$ cat config.mk
export PLATFORM = sky130hd
export DESIGN_NAME = cfwsh_handler
export DESIGN_NICKNAME = d
export VERILOG_FILES = /design/src/include/cfwsh_pkg.sv /design/src/hw/cfwsh_handler.sv
export SDC_FILE = /design/constraint.sdc
export NUM_CORES = 1
export LEC_CHECK = 0
export BUFFER_PORTS_ARGS = -buffer_cell sky130_fd_sc_hd__buf_2
export CORE_ASPECT_RATIO = 0.7
export CORE_MARGIN = 2
export CORE_UTILIZATION = 35
export DETAILED_ROUTE_END_ITERATION = 7
export HOLD_SLACK_MARGIN = 0.15
export PLACE_DENSITY_LB_ADDON = 0.08
export SETUP_SLACK_MARGIN = 0.4
export SLEW_MARGIN = 30
export SYNTH_ARGS = -nofsm -noshare
export SYNTH_HDL_FRONTEND = slang
export SYNTH_SLANG_ARGS = --single-unit
$ cat constraint.sdc
create_clock -name i_mclk -period 6.95 [get_ports i_mclk]
set_input_delay 1.39 -clock i_mclk [delete_from_list [all_inputs] [get_ports i_mclk]]
set_output_delay 1.39 -clock i_mclk [all_outputs]
set_load 0.01 [all_outputs]
$ cat src/include/cfwsh_pkg.sv
// Constants and carriers for the field write/set command handler.
// Assumes a deframer that strips the CRC and flags it on the last payload byte.
package cfwsh_pkg;

    // ==========================================
    // Packet constants
    localparam logic [7:0] PREAMBLE_BYTE = 8'h55;
    localparam logic [15:0] TYPE_WRITE_DEFAULTS = 16'h5746;
    localparam logic [15:0] TYPE_SET_LIVE = 16'h5346;
    localparam logic [15:0] TYPE_ERROR = 16'h4552;
    localparam logic [7:0] ERR_LEN = 8'h02;
    localparam int MAX_FIELDS = 8;
    localparam logic [7:0] MAX_FIELDS_B = 8'h08;
    localparam logic [5:0] HDR_BYTES = 6'h06;
    localparam logic [5:0] ERR_BYTES = 6'h07;

    // ==========================================
    // Orientation field
    localparam logic [15:0] ORIENT_ID = 16'h0007;
    localparam int ORIENT_COUNT = 24;
    localparam logic [15:0] ORIENT_OK [ORIENT_COUNT] = '{
        16'h0000, 16'h0009, 16'h0023, 16'h002A, 16'h0041, 16'h0048,
        16'h0062, 16'h006B, 16'h0085, 16'h008C, 16'h0092, 16'h009B,
        16'h00C4, 16'h00CD, 16'h00D3, 16'h00DA, 16'h0111, 16'h0118,
        16'h0124, 16'h012D, 16'h0150, 16'h0159, 16'h0165, 16'h016C};

    // ==========================================
    // Carriers
    typedef struct packed {
        logic valid;
        logic [7:0] data;
        logic last;
        logic crc_ok;
    } cfwsh_rx_t;

    typedef struct packed {
        logic [15:0] id;
        logic [15:0] value;
    } cfwsh_entry_t;

    typedef struct packed {
        logic nv;
        logic live;
        logic [15:0] id;
        logic [15:0] value;
    } cfwsh_wr_t;

endpackage

$ cat src/hw/cfwsh_handler.sv
// Command handler for write-defaults and set-live field packets.
// Assumes deframed bytes from preamble to last payload byte, CRC result on last,
// and a same-clock field table answering o_chk_entry combinationally.

// How it works
// - A write-defaults packet has type 5746h, length 1+4 per field, a count byte then id/value pairs.
// - Accepted write-defaults values go only to the nonvolatile strobe, never to the live strobe.
// - Write-defaults entries naming calibration or algorithm fields are not stored.
// - If any write-defaults field is stored, a positive response lists exactly those ids.
// - If any write-defaults field fails, an error response follows, possibly after a positive one.
// - A write-defaults value outside its field's range counts as failed.
// - The write-defaults positive response has type 5746h, length 1+2 per field, count then ids.
// - A set-live packet has type 5346h, length 1+4 per field, a count byte then id/value pairs.
// - Accepted set-live values go at once to the live strobe only.
// - Set-live entries naming calibration or algorithm fields are not applied.
// - If any set-live field is applied, a positive response lists exactly those ids.
// - If any set-live field fails, an error response follows, possibly after a positive one.
// - A set-live value outside its field's range counts as failed.
// - The set-live positive response has type 5346h, length 1+2 per field, count then ids.
// - An orientation value outside the 24 legal codes is refused and leaves the field alone.
// - A live baud change is applied before the response is sent, so the response uses the new rate.
module cfwsh_handler (
    input wire logic i_mclk,
    input wire logic i_rst_b,
    input wire cfwsh_pkg::cfwsh_rx_t i_rx,
    output logic o_rx_ready,
    output cfwsh_pkg::cfwsh_entry_t o_chk_entry,
    input wire logic i_chk_config,
    input wire logic i_chk_in_range,
    output cfwsh_pkg::cfwsh_wr_t o_wr,
    output logic o_tx_valid,
    output logic [7:0] o_tx_data,
    output logic o_tx_last,
    input wire logic i_tx_ready
);

    typedef enum logic [3:0] {
        ST_PRE0, ST_PRE1, ST_TYP0, ST_TYP1, ST_LEN, ST_CNT, ST_BODY, ST_DROP,
        ST_PROC, ST_TX_POS, ST_TX_ERR
    } cfwsh_state_t;

    cfwsh_state_t state;
    cfwsh_state_t next_state;
    cfwsh_pkg::cfwsh_entry_t ent [cfwsh_pkg::MAX_FIELDS];
    logic [15:0] cmd_type;
    logic [7:0] len;
    logic [7:0] count;
    logic [5:0] bcnt;
    logic [3:0] pidx;
    logic [3:0] acc;
    logic err_any;
    logic bad;
    logic [5:0] tx_idx;

    // ==========================================
    // Decode
    wire rx_fire = i_rx.valid && o_rx_ready;
    wire [15:0] typ_word = {cmd_type[7:0], i_rx.data};
    wire typ_known = (typ_word == cfwsh_pkg::TYPE_WRITE_DEFAULTS) || (typ_word == cfwsh_pkg::TYPE_SET_LIVE);
    wire is_wd = (cmd_type == cfwsh_pkg::TYPE_WRITE_DEFAULTS);
    wire [7:0] want_len = 8'((9'(i_rx.data) << 2) + 9'h001);
    wire len_bad = (len != want_len) || (i_rx.data > cfwsh_pkg::MAX_FIELDS_B);
    wire [5:0] body_bytes = 6'(count << 2);
    wire [2:0] wr_idx = bcnt[4:2];
    wire body_over = (bcnt >= body_bytes);
    wire end_bad = bad || body_over || ((bcnt + 6'h01) != body_bytes);

    function automatic logic orient_legal(input logic [15:0] v);
        logic hit;
        hit = 1'b0;
        for (int k = 0; k < cfwsh_pkg::ORIENT_COUNT; k++) begin
            if (cfwsh_pkg::ORIENT_OK[k] == v) begin
                hit = 1'b1;
            end
        end
        return hit;
    endfunction

    // Field check, one entry per cycle
    assign o_chk_entry = ent[pidx[2:0]];
    wire orient_ok = (o_chk_entry.id != cfwsh_pkg::ORIENT_ID) || orient_legal(o_chk_entry.value);
    wire accept = i_chk_config && i_chk_in_range && orient_ok;
    wire proc_done = (pidx == 4'(count - 8'h01)) || (count == 8'h00);

    // ==========================================
    // Response byte selection
    wire [5:0] id_off = tx_idx - cfwsh_pkg::HDR_BYTES;
    wire [15:0] id_word = ent[id_off[3:1]].id;
    wire [7:0] pos_len = 8'({acc, 1'b0} + 5'h01);
    wire [5:0] tx_n = (state == ST_TX_POS) ? 6'(cfwsh_pkg::HDR_BYTES + {acc, 1'b0}) : cfwsh_pkg::ERR_BYTES;
    wire [7:0] pos_byte = (tx_idx == 6'h02) ? cmd_type[15:8] :
                          (tx_idx == 6'h03) ? cmd_type[7:0] :
                          (tx_idx == 6'h04) ? pos_len :
                          (tx_idx == 6'h05) ? 8'(acc) :
                          (id_off[0] ? id_word[7:0] : id_word[15:8]);
    wire [7:0] err_byte = (tx_idx == 6'h02) ? cfwsh_pkg::TYPE_ERROR[15:8] :
                          (tx_idx == 6'h03) ? cfwsh_pkg::TYPE_ERROR[7:0] :
                          (tx_idx == 6'h04) ? cfwsh_pkg::ERR_LEN :
                          (tx_idx == 6'h05) ? cmd_type[15:8] : cmd_type[7:0];
    wire [7:0] next_byte = (tx_idx < 6'h02) ? cfwsh_pkg::PREAMBLE_BYTE :
                           (state == ST_TX_POS) ? pos_byte : err_byte;
    wire tx_adv = !o_tx_valid || i_tx_ready;
    wire tx_more = tx_idx < tx_n;
    wire tx_done = tx_adv && !tx_more;

    assign o_rx_ready = (state <= ST_DROP);

    // ==========================================
    // Next state
    always_comb begin
        next_state = state;
        unique case (state)
            ST_PRE0: if (rx_fire) next_state = i_rx.last ? ST_PRE0 :
                (i_rx.data == cfwsh_pkg::PREAMBLE_BYTE) ? ST_PRE1 : ST_DROP;
            ST_PRE1: if (rx_fire) next_state = i_rx.last ? ST_PRE0 :
                (i_rx.data == cfwsh_pkg::PREAMBLE_BYTE) ? ST_TYP0 : ST_DROP;
            ST_TYP0: if (rx_fire) next_state = i_rx.last ? ST_PRE0 : ST_TYP1;
            ST_TYP1: if (rx_fire) next_state = i_rx.last ? ST_PRE0 : (typ_known ? ST_LEN : ST_DROP);
            ST_LEN: if (rx_fire) next_state = i_rx.last ? ST_PRE0 : ST_CNT;
            ST_CNT: if (rx_fire) next_state = !i_rx.last ? ST_BODY :
                (i_rx.crc_ok && len_bad) ? ST_TX_ERR : ST_PRE0;
            ST_BODY: if (rx_fire && i_rx.last) next_state = !i_rx.crc_ok ? ST_PRE0 :
                end_bad ? ST_TX_ERR : ST_PROC;
            ST_DROP: if (rx_fire && i_rx.last) next_state = ST_PRE0;
            ST_PROC: if (proc_done) next_state = ((acc != 4'h0) || (accept && count != 8'h00)) ? ST_TX_POS :
                (err_any || !accept) ? ST_TX_ERR : ST_PRE0;
            ST_TX_POS: if (tx_done) next_state = err_any ? ST_TX_ERR : ST_PRE0;
            ST_TX_ERR: if (tx_done) next_state = ST_PRE0;
        endcase
    end

    // ==========================================
    // Receive and process
    always_ff @(posedge i_mclk) begin
        if (!i_rst_b) begin
            state <= ST_PRE0;
            cmd_type <= 16'h0000;
            len <= 8'h00;
            count <= 8'h00;
            bcnt <= 6'h00;
            pidx <= 4'h0;
            acc <= 4'h0;
            err_any <= 1'b0;
            bad <= 1'b0;
        end else begin
            state <= next_state;
            if (rx_fire && (state == ST_TYP0 || state == ST_TYP1)) begin
                cmd_type <= typ_word;
            end
            if (rx_fire && state == ST_LEN) begin
                len <= i_rx.data;
            end
            if (rx_fire && state == ST_CNT) begin
                count <= i_rx.data;
                bad <= len_bad;
                bcnt <= 6'h00;
                pidx <= 4'h0;
                acc <= 4'h0;
                err_any <= 1'b0;
            end
            if (rx_fire && state == ST_BODY && !body_over) begin
                bcnt <= bcnt + 6'h01;
            end
            if (state == ST_PROC) begin
                pidx <= pidx + 4'h1;
                if (count != 8'h00 && accept) begin
                    acc <= acc + 4'h1;
                end
                if (count != 8'h00 && !accept) begin
                    err_any <= 1'b1;
                end
            end
        end
    end

    // Entry store: body bytes in, then compacted to the accepted ids
    always_ff @(posedge i_mclk) begin
        if (rx_fire && state == ST_BODY && !body_over && !bad) begin
            unique case (bcnt[1:0])
                2'h0: ent[wr_idx].id[15:8] <= i_rx.data;
                2'h1: ent[wr_idx].id[7:0] <= i_rx.data;
                2'h2: ent[wr_idx].value[15:8] <= i_rx.data;
                2'h3: ent[wr_idx].value[7:0] <= i_rx.data;
            endcase
        end else if (state == ST_PROC && accept && count != 8'h00) begin
            ent[acc[2:0]].id <= o_chk_entry.id;
        end
    end

    // Field update strobes; live update lands before the response
    always_ff @(posedge i_mclk) begin
        if (!i_rst_b) begin
            o_wr <= '0;
        end else begin
            o_wr.nv <= (state == ST_PROC) && accept && is_wd && count != 8'h00;
            o_wr.live <= (state == ST_PROC) && accept && !is_wd && count != 8'h00;
            o_wr.id <= o_chk_entry.id;
            o_wr.value <= o_chk_entry.value;
        end
    end

    // ==========================================
    // Transmit
    always_ff @(posedge i_mclk) begin
        if (!i_rst_b) begin
            tx_idx <= 6'h00;
            o_tx_valid <= 1'b0;
            o_tx_data <= 8'h00;
            o_tx_last <= 1'b0;
        end else if ((state == ST_TX_POS || state == ST_TX_ERR) && tx_adv) begin
            o_tx_valid <= tx_more;
            o_tx_last <= tx_more && (tx_idx == tx_n - 6'h01);
            if (tx_more) begin
                o_tx_data <= next_byte;
            end
            tx_idx <= tx_more ? tx_idx + 6'h01 : 6'h00;
        end
    end

    // ==========================================
    // Checks
    strobe_excl_a: assert property (@(posedge i_mclk) disable iff (!i_rst_b)
        !(o_wr.nv && o_wr.live)) else $error("both update strobes high");
    nv_only_wd_a: assert property (@(posedge i_mclk) disable iff (!i_rst_b)
        o_wr.nv |-> cmd_type == cfwsh_pkg::TYPE_WRITE_DEFAULTS) else $error("nv write outside write-defaults");
    live_only_sl_a: assert property (@(posedge i_mclk) disable iff (!i_rst_b)
        o_wr.live |-> cmd_type == cfwsh_pkg::TYPE_SET_LIVE) else $error("live write outside set-live");
    cal_refused_a: assert property (@(posedge i_mclk) disable iff (!i_rst_b)
        (o_wr.nv || o_wr.live) |-> $past(i_chk_config) && $past(i_chk_in_range)) else $error("refused field updated");
    orient_guard_a: assert property (@(posedge i_mclk) disable iff (!i_rst_b)
        (o_wr.nv || o_wr.live) && o_wr.id == cfwsh_pkg::ORIENT_ID |-> orient_legal(o_wr.value))
        else $error("illegal orientation stored");
    preamble_first_a: assert property (@(posedge i_mclk) disable iff (!i_rst_b)
        $rose(o_tx_valid) |-> o_tx_data == cfwsh_pkg::PREAMBLE_BYTE) else $error("response without preamble");
    pos_len_a: assert property (@(posedge i_mclk) disable iff (!i_rst_b)
        state == ST_TX_POS && tx_idx == 6'h05 && o_tx_valid |-> o_tx_data == pos_len) else $error("bad response length");
    err_follows_a: assert property (@(posedge i_mclk) disable iff (!i_rst_b)
        state == ST_TX_POS && tx_done |=> (state == ST_TX_ERR) == err_any) else $error("error response mismatch");
    crc_drop_a: assert property (@(posedge i_mclk) disable iff (!i_rst_b)
        state == ST_BODY && rx_fire && i_rx.last && !i_rx.crc_ok |=> state == ST_PRE0 ##1 !o_tx_valid)
        else $error("bad CRC packet answered");
    cov_pos_c: cover property (@(posedge i_mclk) state == ST_TX_POS && tx_done && !err_any);
    cov_both_c: cover property (@(posedge i_mclk) state == ST_TX_POS ##[1:100] state == ST_TX_ERR);
    cov_live_c: cover property (@(posedge i_mclk) o_wr.live);

endmodule

Word-level counts from Yosys, hierarchy flattened --
Memories as Yosys holds them, arrays and structs flattened. A register that Yosys moved wholly into a read port is not among the register bits. Cells that the tools add are included.
Word-level totals: memories 1, memory bits (writable) 256, register bits after elaboration 102, logic and storage cells 237
Memories:
- ent | depth 8, bits a word 32, rd ports 2, clocked after memory_dff 1, wr ports 1, line cfwsh_handler.sv:44 | cfwsh_pkg::cfwsh_entry_t ent [cfwsh_pkg::MAX_FIELDS];
Cells by class: reductions and logical operators 50, muxes and demuxes 94, eq/ne operators 60, order comparisons 5, add/sub/neg operators 10
Operators by type and width (number):
- $eq 8x16->1 const A | 8
- $eq 9x16->1 const A | 8
- $mux 4 | 23
- $mux 8 | 11
- $eq 7x16->1 const A | 4
- $eq 16x15->1 const B | 3
- $pmux 4 s11 | 1
- $mux 1 | 42
- $eq 6x16->1 const A | 2
- $mux 32 | 1
- $reduce_or 32->1 | 1
- $mux 3 | 9
- $mux 6 | 4
- $logic_and 1x1->1 | 22
- $ne 2x2->1 const B | 11
- $eq 4x16->1 const A | 1
- $eq 4x3->1 const B | 4
- $logic_not 16->1 | 1
- $ne 16x3->1 const B | 1
- $add 6x1->6 const B | 2
- $eq 4x4->1 const B | 3
- $eq 6x2->1 const B | 2
- $eq 6x3->1 const B | 2
- $logic_or 1x1->1 | 11
- other kinds (31) | 42

Depth between registers and ports, before layout --
Gate-level depths: netlist of run 1.
word-level depth 34, gate-level depth with buffers 16, mapped depth without buffers 14

Worst setup path after synthesis of run 1 --
OpenSTA, ideal clock, no wires.
kind reg-to-output, from register (tool-made name), to output port o_chk_entry[10] in the netlist's numbering, data arrival time 2.678 ns, setup slack 2.882 ns, stages on the path, launching flop included 9, path buffers 6, path through dfxtp_1 > buf_4 > buf_6 > buf_6 > buf_4 > clkbuf_1 > buf_1 > mux4_2 > mux2_2
RTL lines:
- end: declaration | line cfwsh_handler.sv:27 | output cfwsh_pkg::cfwsh_entry_t o_chk_entry,

==> results of run 1 <==
-- cells by family after synthesis --
| kind of cell | after synthesis |
|---|---|
| flip-flops | 361 |
| buffers and inverters | 133 |
| multiplexers | 156 |
| XOR/XNOR | 31 |
| AO/OA/AOI/OAI | 190 |
| AND/OR/NAND/NOR | 376 |
| adder cells (fa/ha/maj) | 28 |
-- cell usage in the layout (no fill, tap or decap), types with 10 or more instances in the layout --
master,count
nand2_1,126
nor3_1,27
buf_4,16
and2_1,19
nand3_1,32
clkbuf_1,16
ha_1,27
mux2i_1,34
o21ai_0,38
xnor2_1,10
dfxtp_1,101
mux4_2,106
a21oi_1,64
inv_1,45
nor2_1,96
mux2_2,11
o21ai_1,16
and3_1,10
clkbuf_16,41
buf_2,92
xor2_1,20
nand4_1,13
edfxtp_1,256
-- synth_stat cells, drive strengths merged (14+ instances only) --
master,count
a21oi,65
and2,19
buf,24
clkbuf,56
dfxtp,105
edfxtp,256
ha,28
inv,51
mux2,14
mux2i,36
mux4,106
nand2,126
nand3,32
nor2,96
nor3,27
o21ai,54
xor2,21
-- state kept, by name (all words and copies together), names as in the netlist, named ones only --
name,count
o_tx_data,8
ent,256
pidx,4
cmd_type,16
bcnt,6
state,4
len,8
o_wr,34
tx_idx,6
acc,4
o_tx_valid,1
err_any,1
o_tx_last,1
count,8
bad,1
-- through the flow --
stage / util (%) / hold WS [ns]
finish: 40.3 / 0.455
detailed placement: 37.6 / 0.452
global placement: 37.5 / 0.446
CTS: 40.2 / 0.460
global route: 40.3 / 0.480
floorplan: - / 0.436
-- worst max-delay path by stage --
stage / endpoint / cells after the start
after floorplan: o_chk_entry[10] / 8
after global placement: ent[7][15]$_DFFE_PP_ / 9
after detailed placement: ent[7][15]$_DFFE_PP_ / 9
after CTS: ent[7][15]$_DFFE_PP_ / 9
after global routing: ent[2][1]$_DFFE_PP_ / 9
final: ent[7][15]$_DFFE_PP_ / 9
-- layout make-up --
type / count / area share, %
inverters: 53 / 1.03
clock inverters: 10 / 0.487
multi-input cells: 781 / 34.4
repair buffers: 110 / 3.16
well taps: 621 / 4.04
clock buffers: 62 / 6.00
flip-flops and latches: 361 / 50.9
-- layer usage --
metal	GRT usage [%]	up-vias	part of all wire (%)
li1	-	4996	-
met1	30.6	5600	50
met2	27.2	327	41
met3	4.45	72	6.3
met4	5.75	0	2.3
met5	0.0965	-	0
-- worst max-delay path: cells and delay by family, from the launching register on --
family,cells,cell delay [ns]
AND/OR/NAND/NOR,3,1.32
AO/OA/AOI/OAI,3,1.28
multiplexers,2,1.00
flip-flops,1,0.67
buffers and inverters,1,0.65
-- power groups by stage --
stage	Sequential, mW	Combinational (mW)	Clock [mW]
floorplan	2.39	0.237	0
detailed placement	2.41	0.353	0
finish	2.36	0.352	2.06
CTS	2.36	0.354	2.13
global route	2.37	0.385	2.20
global placement	2.41	0.352	0
==> impl_results.md, run 1 <==
- Outcome: finished, final reports clean
- # hold bufs at CTS: 0
- Hold depth: 2
- Leakage: 6.43 nW
- Pre-antenna DRT Iters: 5
- Final period utilization: between 70% and 80%
- Die Span X: 267 µm
- Ys flop type: edfxtp_1
- Number of remaining DRC errors: 0
- Die area: ~0.050 mm²
- GRT Total Usage: between 10% and 20%
- Antenna Cells: 0
- R2r setup slk: ~1.6 ns
- CTS-repair resized insts: 0
- Startpoint types: flop
- Flops & latches, synth: approximately 360
- Post-synth ARST share: 0%
- EDFF count, synth: roughly 260
- Critical path's slowest cell: dfxtp_4
- Vias in the first global route: roughly 11,000
- Post-synthesis adder-cell area fraction: approximately 2.1%
- Power per cell area: around 250 mW/mm²
- Clk root buf: clkbuf_16
- Nature of the critical path endpoint: flop
- Post-synthesis cell type count: 70
- Row count: 67
- Post-Synth Simple-Gate Area: a little over a tenth
- Cells taking the most area after synthesis: edfxtp_1 (45%), mux4_2 (14%), dfxtp_1 (12%), nand2_1 (2.8%), nor2_1 (2.1%)
- Slew Limit Fails: 0
- Number of CTS-inserted buffers: 40
- Longest Clk Path Bufs: 3
- Fillcell total: roughly 4,500
- Final std cells w/o fill: 1,998
- Capturing point of the worst reg2reg path: ent[7][15]$_DFFE_PP_
- Initial core utilization: between 30% and 40%
- Final Cell Area: about 0.019 mm²
- Slew margin rel.: 34.9%
- Worst Hold Class: reg2reg
- Placed wire-length estimate: about 34,000 µm
- Unrepaired setup endpoints after global routing: no
- Switching Share: about a quarter
- Worst Hold Launch: o_tx_last$_SDFFE_PN0P_
- # setup viols final: 0
- Dpl cell area: about 0.018 mm²
- Worst hold endpoint: o_tx_last$_SDFFE_PN0P_
- ANT nets after route: 0
- Worst Path Arrival: around 5.6 ns
- Clock group share of total power: a little over two fifths
- Routed WL: 48,900 µm
- Final Hold Violating Endpoints: 0
- Total net switching power: around 1.1 mW
- XOR/XNOR Fraction of Synth Area: about 1.7%
- Share of cells above drive strength 1: a little under a quarter
- Worst slew pin tran: a little under 1 ns
- Post-route minimum period: between 5 and 6 ns
- Routed via count: 11,000
- Core area: around 0.048 mm²
- Compound-Gate Fraction of Synth Area: under 10%
- Placed Instances: 1,924
- Fmax: around 0.19 GHz
- Top cell type's share of synthesized area: 45.5%
- TritonCTS clock tree: built
- Int Pwr: between 3 and 4 mW
- Ys Warns: 0
- CTS sink cnt: 361
- WL/cell: 24.5 µm
- Area delta synth->final: 13.9%
- Reg2reg path depth: 9
- Worst Setup Path Type: reg2reg
- Area leader, netlist: edfxtp_1
- Largest family of logic cells by synthesized area: multiplexers
- Largest net degree at the start of global routing: between 60 and 70
- Mean number of vias per cell: 5.50
- Register area: just under 0.01 mm²
- H-tree depth: 2
- Layout Skew: 0.0254 ns
- Tot Pwr: 4.77 mW
- Maximum vdd drop: between 0.0001 and 0.00015 V
- Die height: ~190 µm
- Share of power burned in registers: between 40% and 50%
- Synthesized net count: 1,319
- Sequential area share after synthesis: around 58%
- Worst Path Required: 7.14 ns
- Drt initial violations: approximately 1,000
- Worst path cell trace: buf_4 -> mux4_2 -> nor4b_1 -> nand4b_1 -> o22ai_1 -> a31o_2 -> a21o_2 -> mux2_4 -> nor2_1
- Syn Inst Count: 1,275
- Final worst slack: ~1.6 ns
- Synthesized area: approximately 0.017 mm²
- Ports: 93
- First-pass GRT wire length: between 70,000 and 80,000 µm
- Post-CTS Repair Setup Buffers: 0
- Post-synthesis mux area share: approximately 17%
- Port buffer count: between 90 and 100
- Multi-input logic area: ~0.0066 mm²
- Place WS: ~1.5 ns
- Layout Nets: 1,391
- Clock-pin transition on the worst setup and hold timing paths: about 0.060 ns
- CP max FO: 33
- Worst path max stage delay: approximately 0.67 ns
- Initial antenna violation count: 0
- Total of max-cap violations: 0
- Congestion Overflow GR: 0
- Combinational share of power: 7.4%
- Mean area per synthesized cell: 13.3 µm²
- Setup TNS Final: 0 ns
- Placer Congestion: approximately 0.85
- Worst skew pair latency: 0.57 ns
No activity file was read; power rests on OpenSTA's default activity.
==> inputs of run 2 (changes only) <==
- clock period: 6.95 -> 5.2 ns (I/O delays scaled with it)
==> run 2 against run 1 <==
Net effect: largest power group unchanged; sequential power grew 33%; highest routed layer unchanged; maximum frequency grew 20%; cell count grew 1.6%; clock power grew 39%; count of clock-buffer cells in the layout shrank 6; clock skew grew 0.011 ns; global-route usage shrank 0.23 points.
==> impl_results.md, run 2 (same netlist as run 1, synthesis figures left out) <==
- Total net switching power: 1.51 mW (+33%)
- Final period utilization: 85.7% (+8.4 points)
- Row count: 67 (unchanged)
- Final worst slack: 0.744 ns (-0.837 ns)
- Critical path depth: 9 (unchanged)
- Post-route minimum period: 4.46 ns (-0.913 ns)
- Mean number of vias per cell: 5.54 (+0.62%)
- Worst Hold Class: reg2reg
- Worst path bufs/invs: 2 (+1)
- Met1 WL: 24,600 µm (-0.36%)
- Fmax: 0.224 GHz (+20%)
- Vias in the first global route: 11,100 (+1.6%)
- Leakage: 6.64 nW (+3.2%)
- Placed wire-length estimate: 33,700 µm (-1.0%)
- Longest Clk Path Bufs: 3 (unchanged)
- Nature of the critical path endpoint: flop
- R2r setup slk: 0.74 ns (-0.84 ns)
- Post-CTS Repair Setup Buffers: 0 (unchanged)
- Unrepaired setup endpoints after global routing: no
- H-tree depth: 2 (unchanged)
- Tot Pwr: 6.50 mW (+36%)
- Fillcell total: 4,457 (+0.067%)
- Routed WL: 48,200 µm (-1.4%)
- Switching Share: 23.2% (-0.49 points)
- Worst path max stage delay: 0.61 ns (-0.06 ns)
- Top Layer Used: met4
- Final Hold Violating Endpoints: 0 (unchanged)
- Worst Path Required: 5.44 ns (-1.70 ns)
- Total of max-cap violations: 0 (unchanged)
- Layout Skew: 0.0363 ns (+0.0109 ns)
- Int Pwr: 5.00 mW (+37%)
- First-pass GRT wire length: 73,000 µm (+0.11%)
- WL/cell: 23.7 µm (-3.0%)
- Worst Setup Path Type: reg2reg
- Die height: 188 µm (unchanged)
- Worst path cell trace: buf_6 -> mux4_2 -> nor4b_1 -> nand4b_1 -> o22ai_1 -> a31o_2 -> a21o_4 -> nand2_1 -> inv_1
- Combinational share of power: 7.5% (about the same)
- Critical path's slowest cell: mux4_2
- Metal2 WL: 19,900 µm (-0.69%)
- Largest net degree at the start of global routing: 65 (+4.8%)
- Share of power burned in registers: 48.4% (-1.1 points)
- Delay-heaviest family, CP: compound AO/OA/AOI/OAI gates
- Congestion Overflow GR: 0 (unchanged)
- Number of CTS-inserted buffers: 39 (-2.5%)
- Layout Nets: 1,422 (+2.2%)
- GRT Total Usage: 19.5% (-0.23 points)
- CTS sink cnt: 361 (unchanged)
- Startpoint types: flop
- Register area: 0.00980 mm² (unchanged)
- Most frequent cells in the layout: edfxtp_1 (256), nand2_1 (126), mux4_2 (106)
- TritonCTS clock tree: built
- # hold bufs at CTS: 0 (unchanged)
- Capturing point of the worst reg2reg path: ent[5][5]$_DFFE_PP_
- Antenna Cells: 0 (unchanged)
- Die Span X: 267 µm (unchanged)
- Reg2reg path depth: 9 (unchanged)
- Max FFs per register: 256 (unchanged)
- Die area: 0.0501 mm² (unchanged)
- CP max FO: 32 (-3.0%)
- Power per cell area: 333 mW/mm² (+34%)
- Worst slew pin tran: 0.961 ns (-0.0117 ns)
- Pre-antenna DRT Iters: 7 (+2)
- Routed wl met3: 2810 µm (-9.2%)
- Port buffer count: 92 (unchanged)
- # setup viols final: 0 (unchanged)
- Outcome: finished, final reports clean
- Worst Path Arrival: 4.70 ns (-0.85 ns)
- Area delta synth->final: 15.7%
- Initial core utilization: 35.4% (unchanged)
- Initial antenna violation count: 1 (+1)
- Clk root buf: clkbuf_16
- Number of remaining DRC errors: 0 (unchanged)
- Setup TNS Final: 0 ns (unchanged)
- Worst skew pair latency: 0.56 ns (about the same)
- Clock-pin transition on the worst setup and hold timing paths: 0.06 ns (about the same)
- Critical Path Sink: ent[5][5]$_DFFE_PP_
- Share of cells above drive strength 1: 25.1% (+1.9 points)
- Core area: 0.0478 mm² (unchanged)
- Multi-input logic area: 0.00660 mm² (-0.32%)
- Clock group share of total power: 44.1% (+0.9 points)
- Ports: 93 (unchanged)
- Maximum vdd drop: 0.000192 V (+40%)
- Slew Limit Fails: 0 (unchanged)
- Most common cell after layout, fill and taps aside: edfxtp_1
- Routed via count: 11,200 (+2.2%)
- Drt initial violations: 1,033 (-1.2%)
- ANT nets after route: 0 (unchanged)
- Placer Congestion: 0.817 (-3.4%)
- Place WS: 0.312 ns (-1.18 ns)
- Slew margin rel.: 35.9% (+1.0 points)
## run 2: changes by cell type in the layout (fill, tap and decap cells not counted), moves of 2 or more
cell	previous run	this run
o22ai_1	5	7
buf_4	16	48
clkbuf_1	16	9
bufinv_16	1	3
clkinv_2	3	5
o22ai_2	7	5
clkinv_1	4	6
## run 2: through the flow
stage / hold slack, ns / instance area (µm²) / utilization, % / instances
after floorplan: 0.436 / 16900 / - / 1275
after global placement: 0.445 / 18200 / 38.1 / 1958
after detailed placement: 0.448 / 18200 / 38.1 / 1958
after CTS: 0.456 / 19500 / 40.9 / 2030
after global routing: 0.494 / 19600 / 40.9 / 2030
final: 0.457 / 19600 / 40.9 / 2030
## run 2: timing repair
action,CTS,global route
gates cloned,0,0
resized for setup,1,1
setup endpoints to repair,56,360
## run 2: how the worst min path moves through the flow
stage / cells past startpoint / startpoint / slack (ns) / end
global placement: 2 / count[6]$_SDFFE_PN0P_ / 0.44 / count[6]$_SDFFE_PN0P_
global route: 2 / count[5]$_SDFFE_PN0P_ / 0.49 / count[5]$_SDFFE_PN0P_
CTS: 2 / count[6]$_SDFFE_PN0P_ / 0.46 / count[6]$_SDFFE_PN0P_
finish: 2 / count[6]$_SDFFE_PN0P_ / 0.46 / count[6]$_SDFFE_PN0P_
detailed placement: 2 / count[6]$_SDFFE_PN0P_ / 0.45 / count[6]$_SDFFE_PN0P_
floorplan: 2 / count[6]$_SDFFE_PN0P_ / 0.44 / count[6]$_SDFFE_PN0P_
## run 2: area by class of cell
| class | instances | area share, % |
|---|---|---|
| clock inverter | 16 | 0.877 |
| clock buffer | 56 | 5.90 |
| inverter | 53 | 1.02 |
| multi-input combinational | 781 | 33.8 |
| timing repair buffer | 142 | 4.36 |
| tap | 621 | 3.97 |
| sequential | 361 | 50.1 |
## run 2: worst register-to-register path, delay by kind of cell, from the launching register on
kind,cells,cell delay [ns]
AOI/OAI and AO/OA,3,1.05
buffers and inverters,2,0.96
DFF,1,0.55
muxes,1,0.64
and+or+nand+nor,3,0.96
## run 2: power by group through the flow
stage	Combinational [mW]	Sequential, mW	Clock (mW)
6_report	0.487	3.15	2.87
3_3_place_gp	0.489	3.21	0
4_1_cts	0.492	3.15	2.94
5_1_grt	0.533	3.15	3.06
2_1_floorplan	0.317	3.20	0
3_5_place_dp	0.488	3.21	0
## run 2: routing by layer
| metal | global-route usage [%] | up-vias |
|---|---|---|
| met2 | 26.9 | 354 |
| met5 | 0 | - |
| met3 | 3.39 | 63 |
| li1 | - | 5054 |
| met4 | 4.21 | 0 |
| met1 | 31.4 | 5769 |
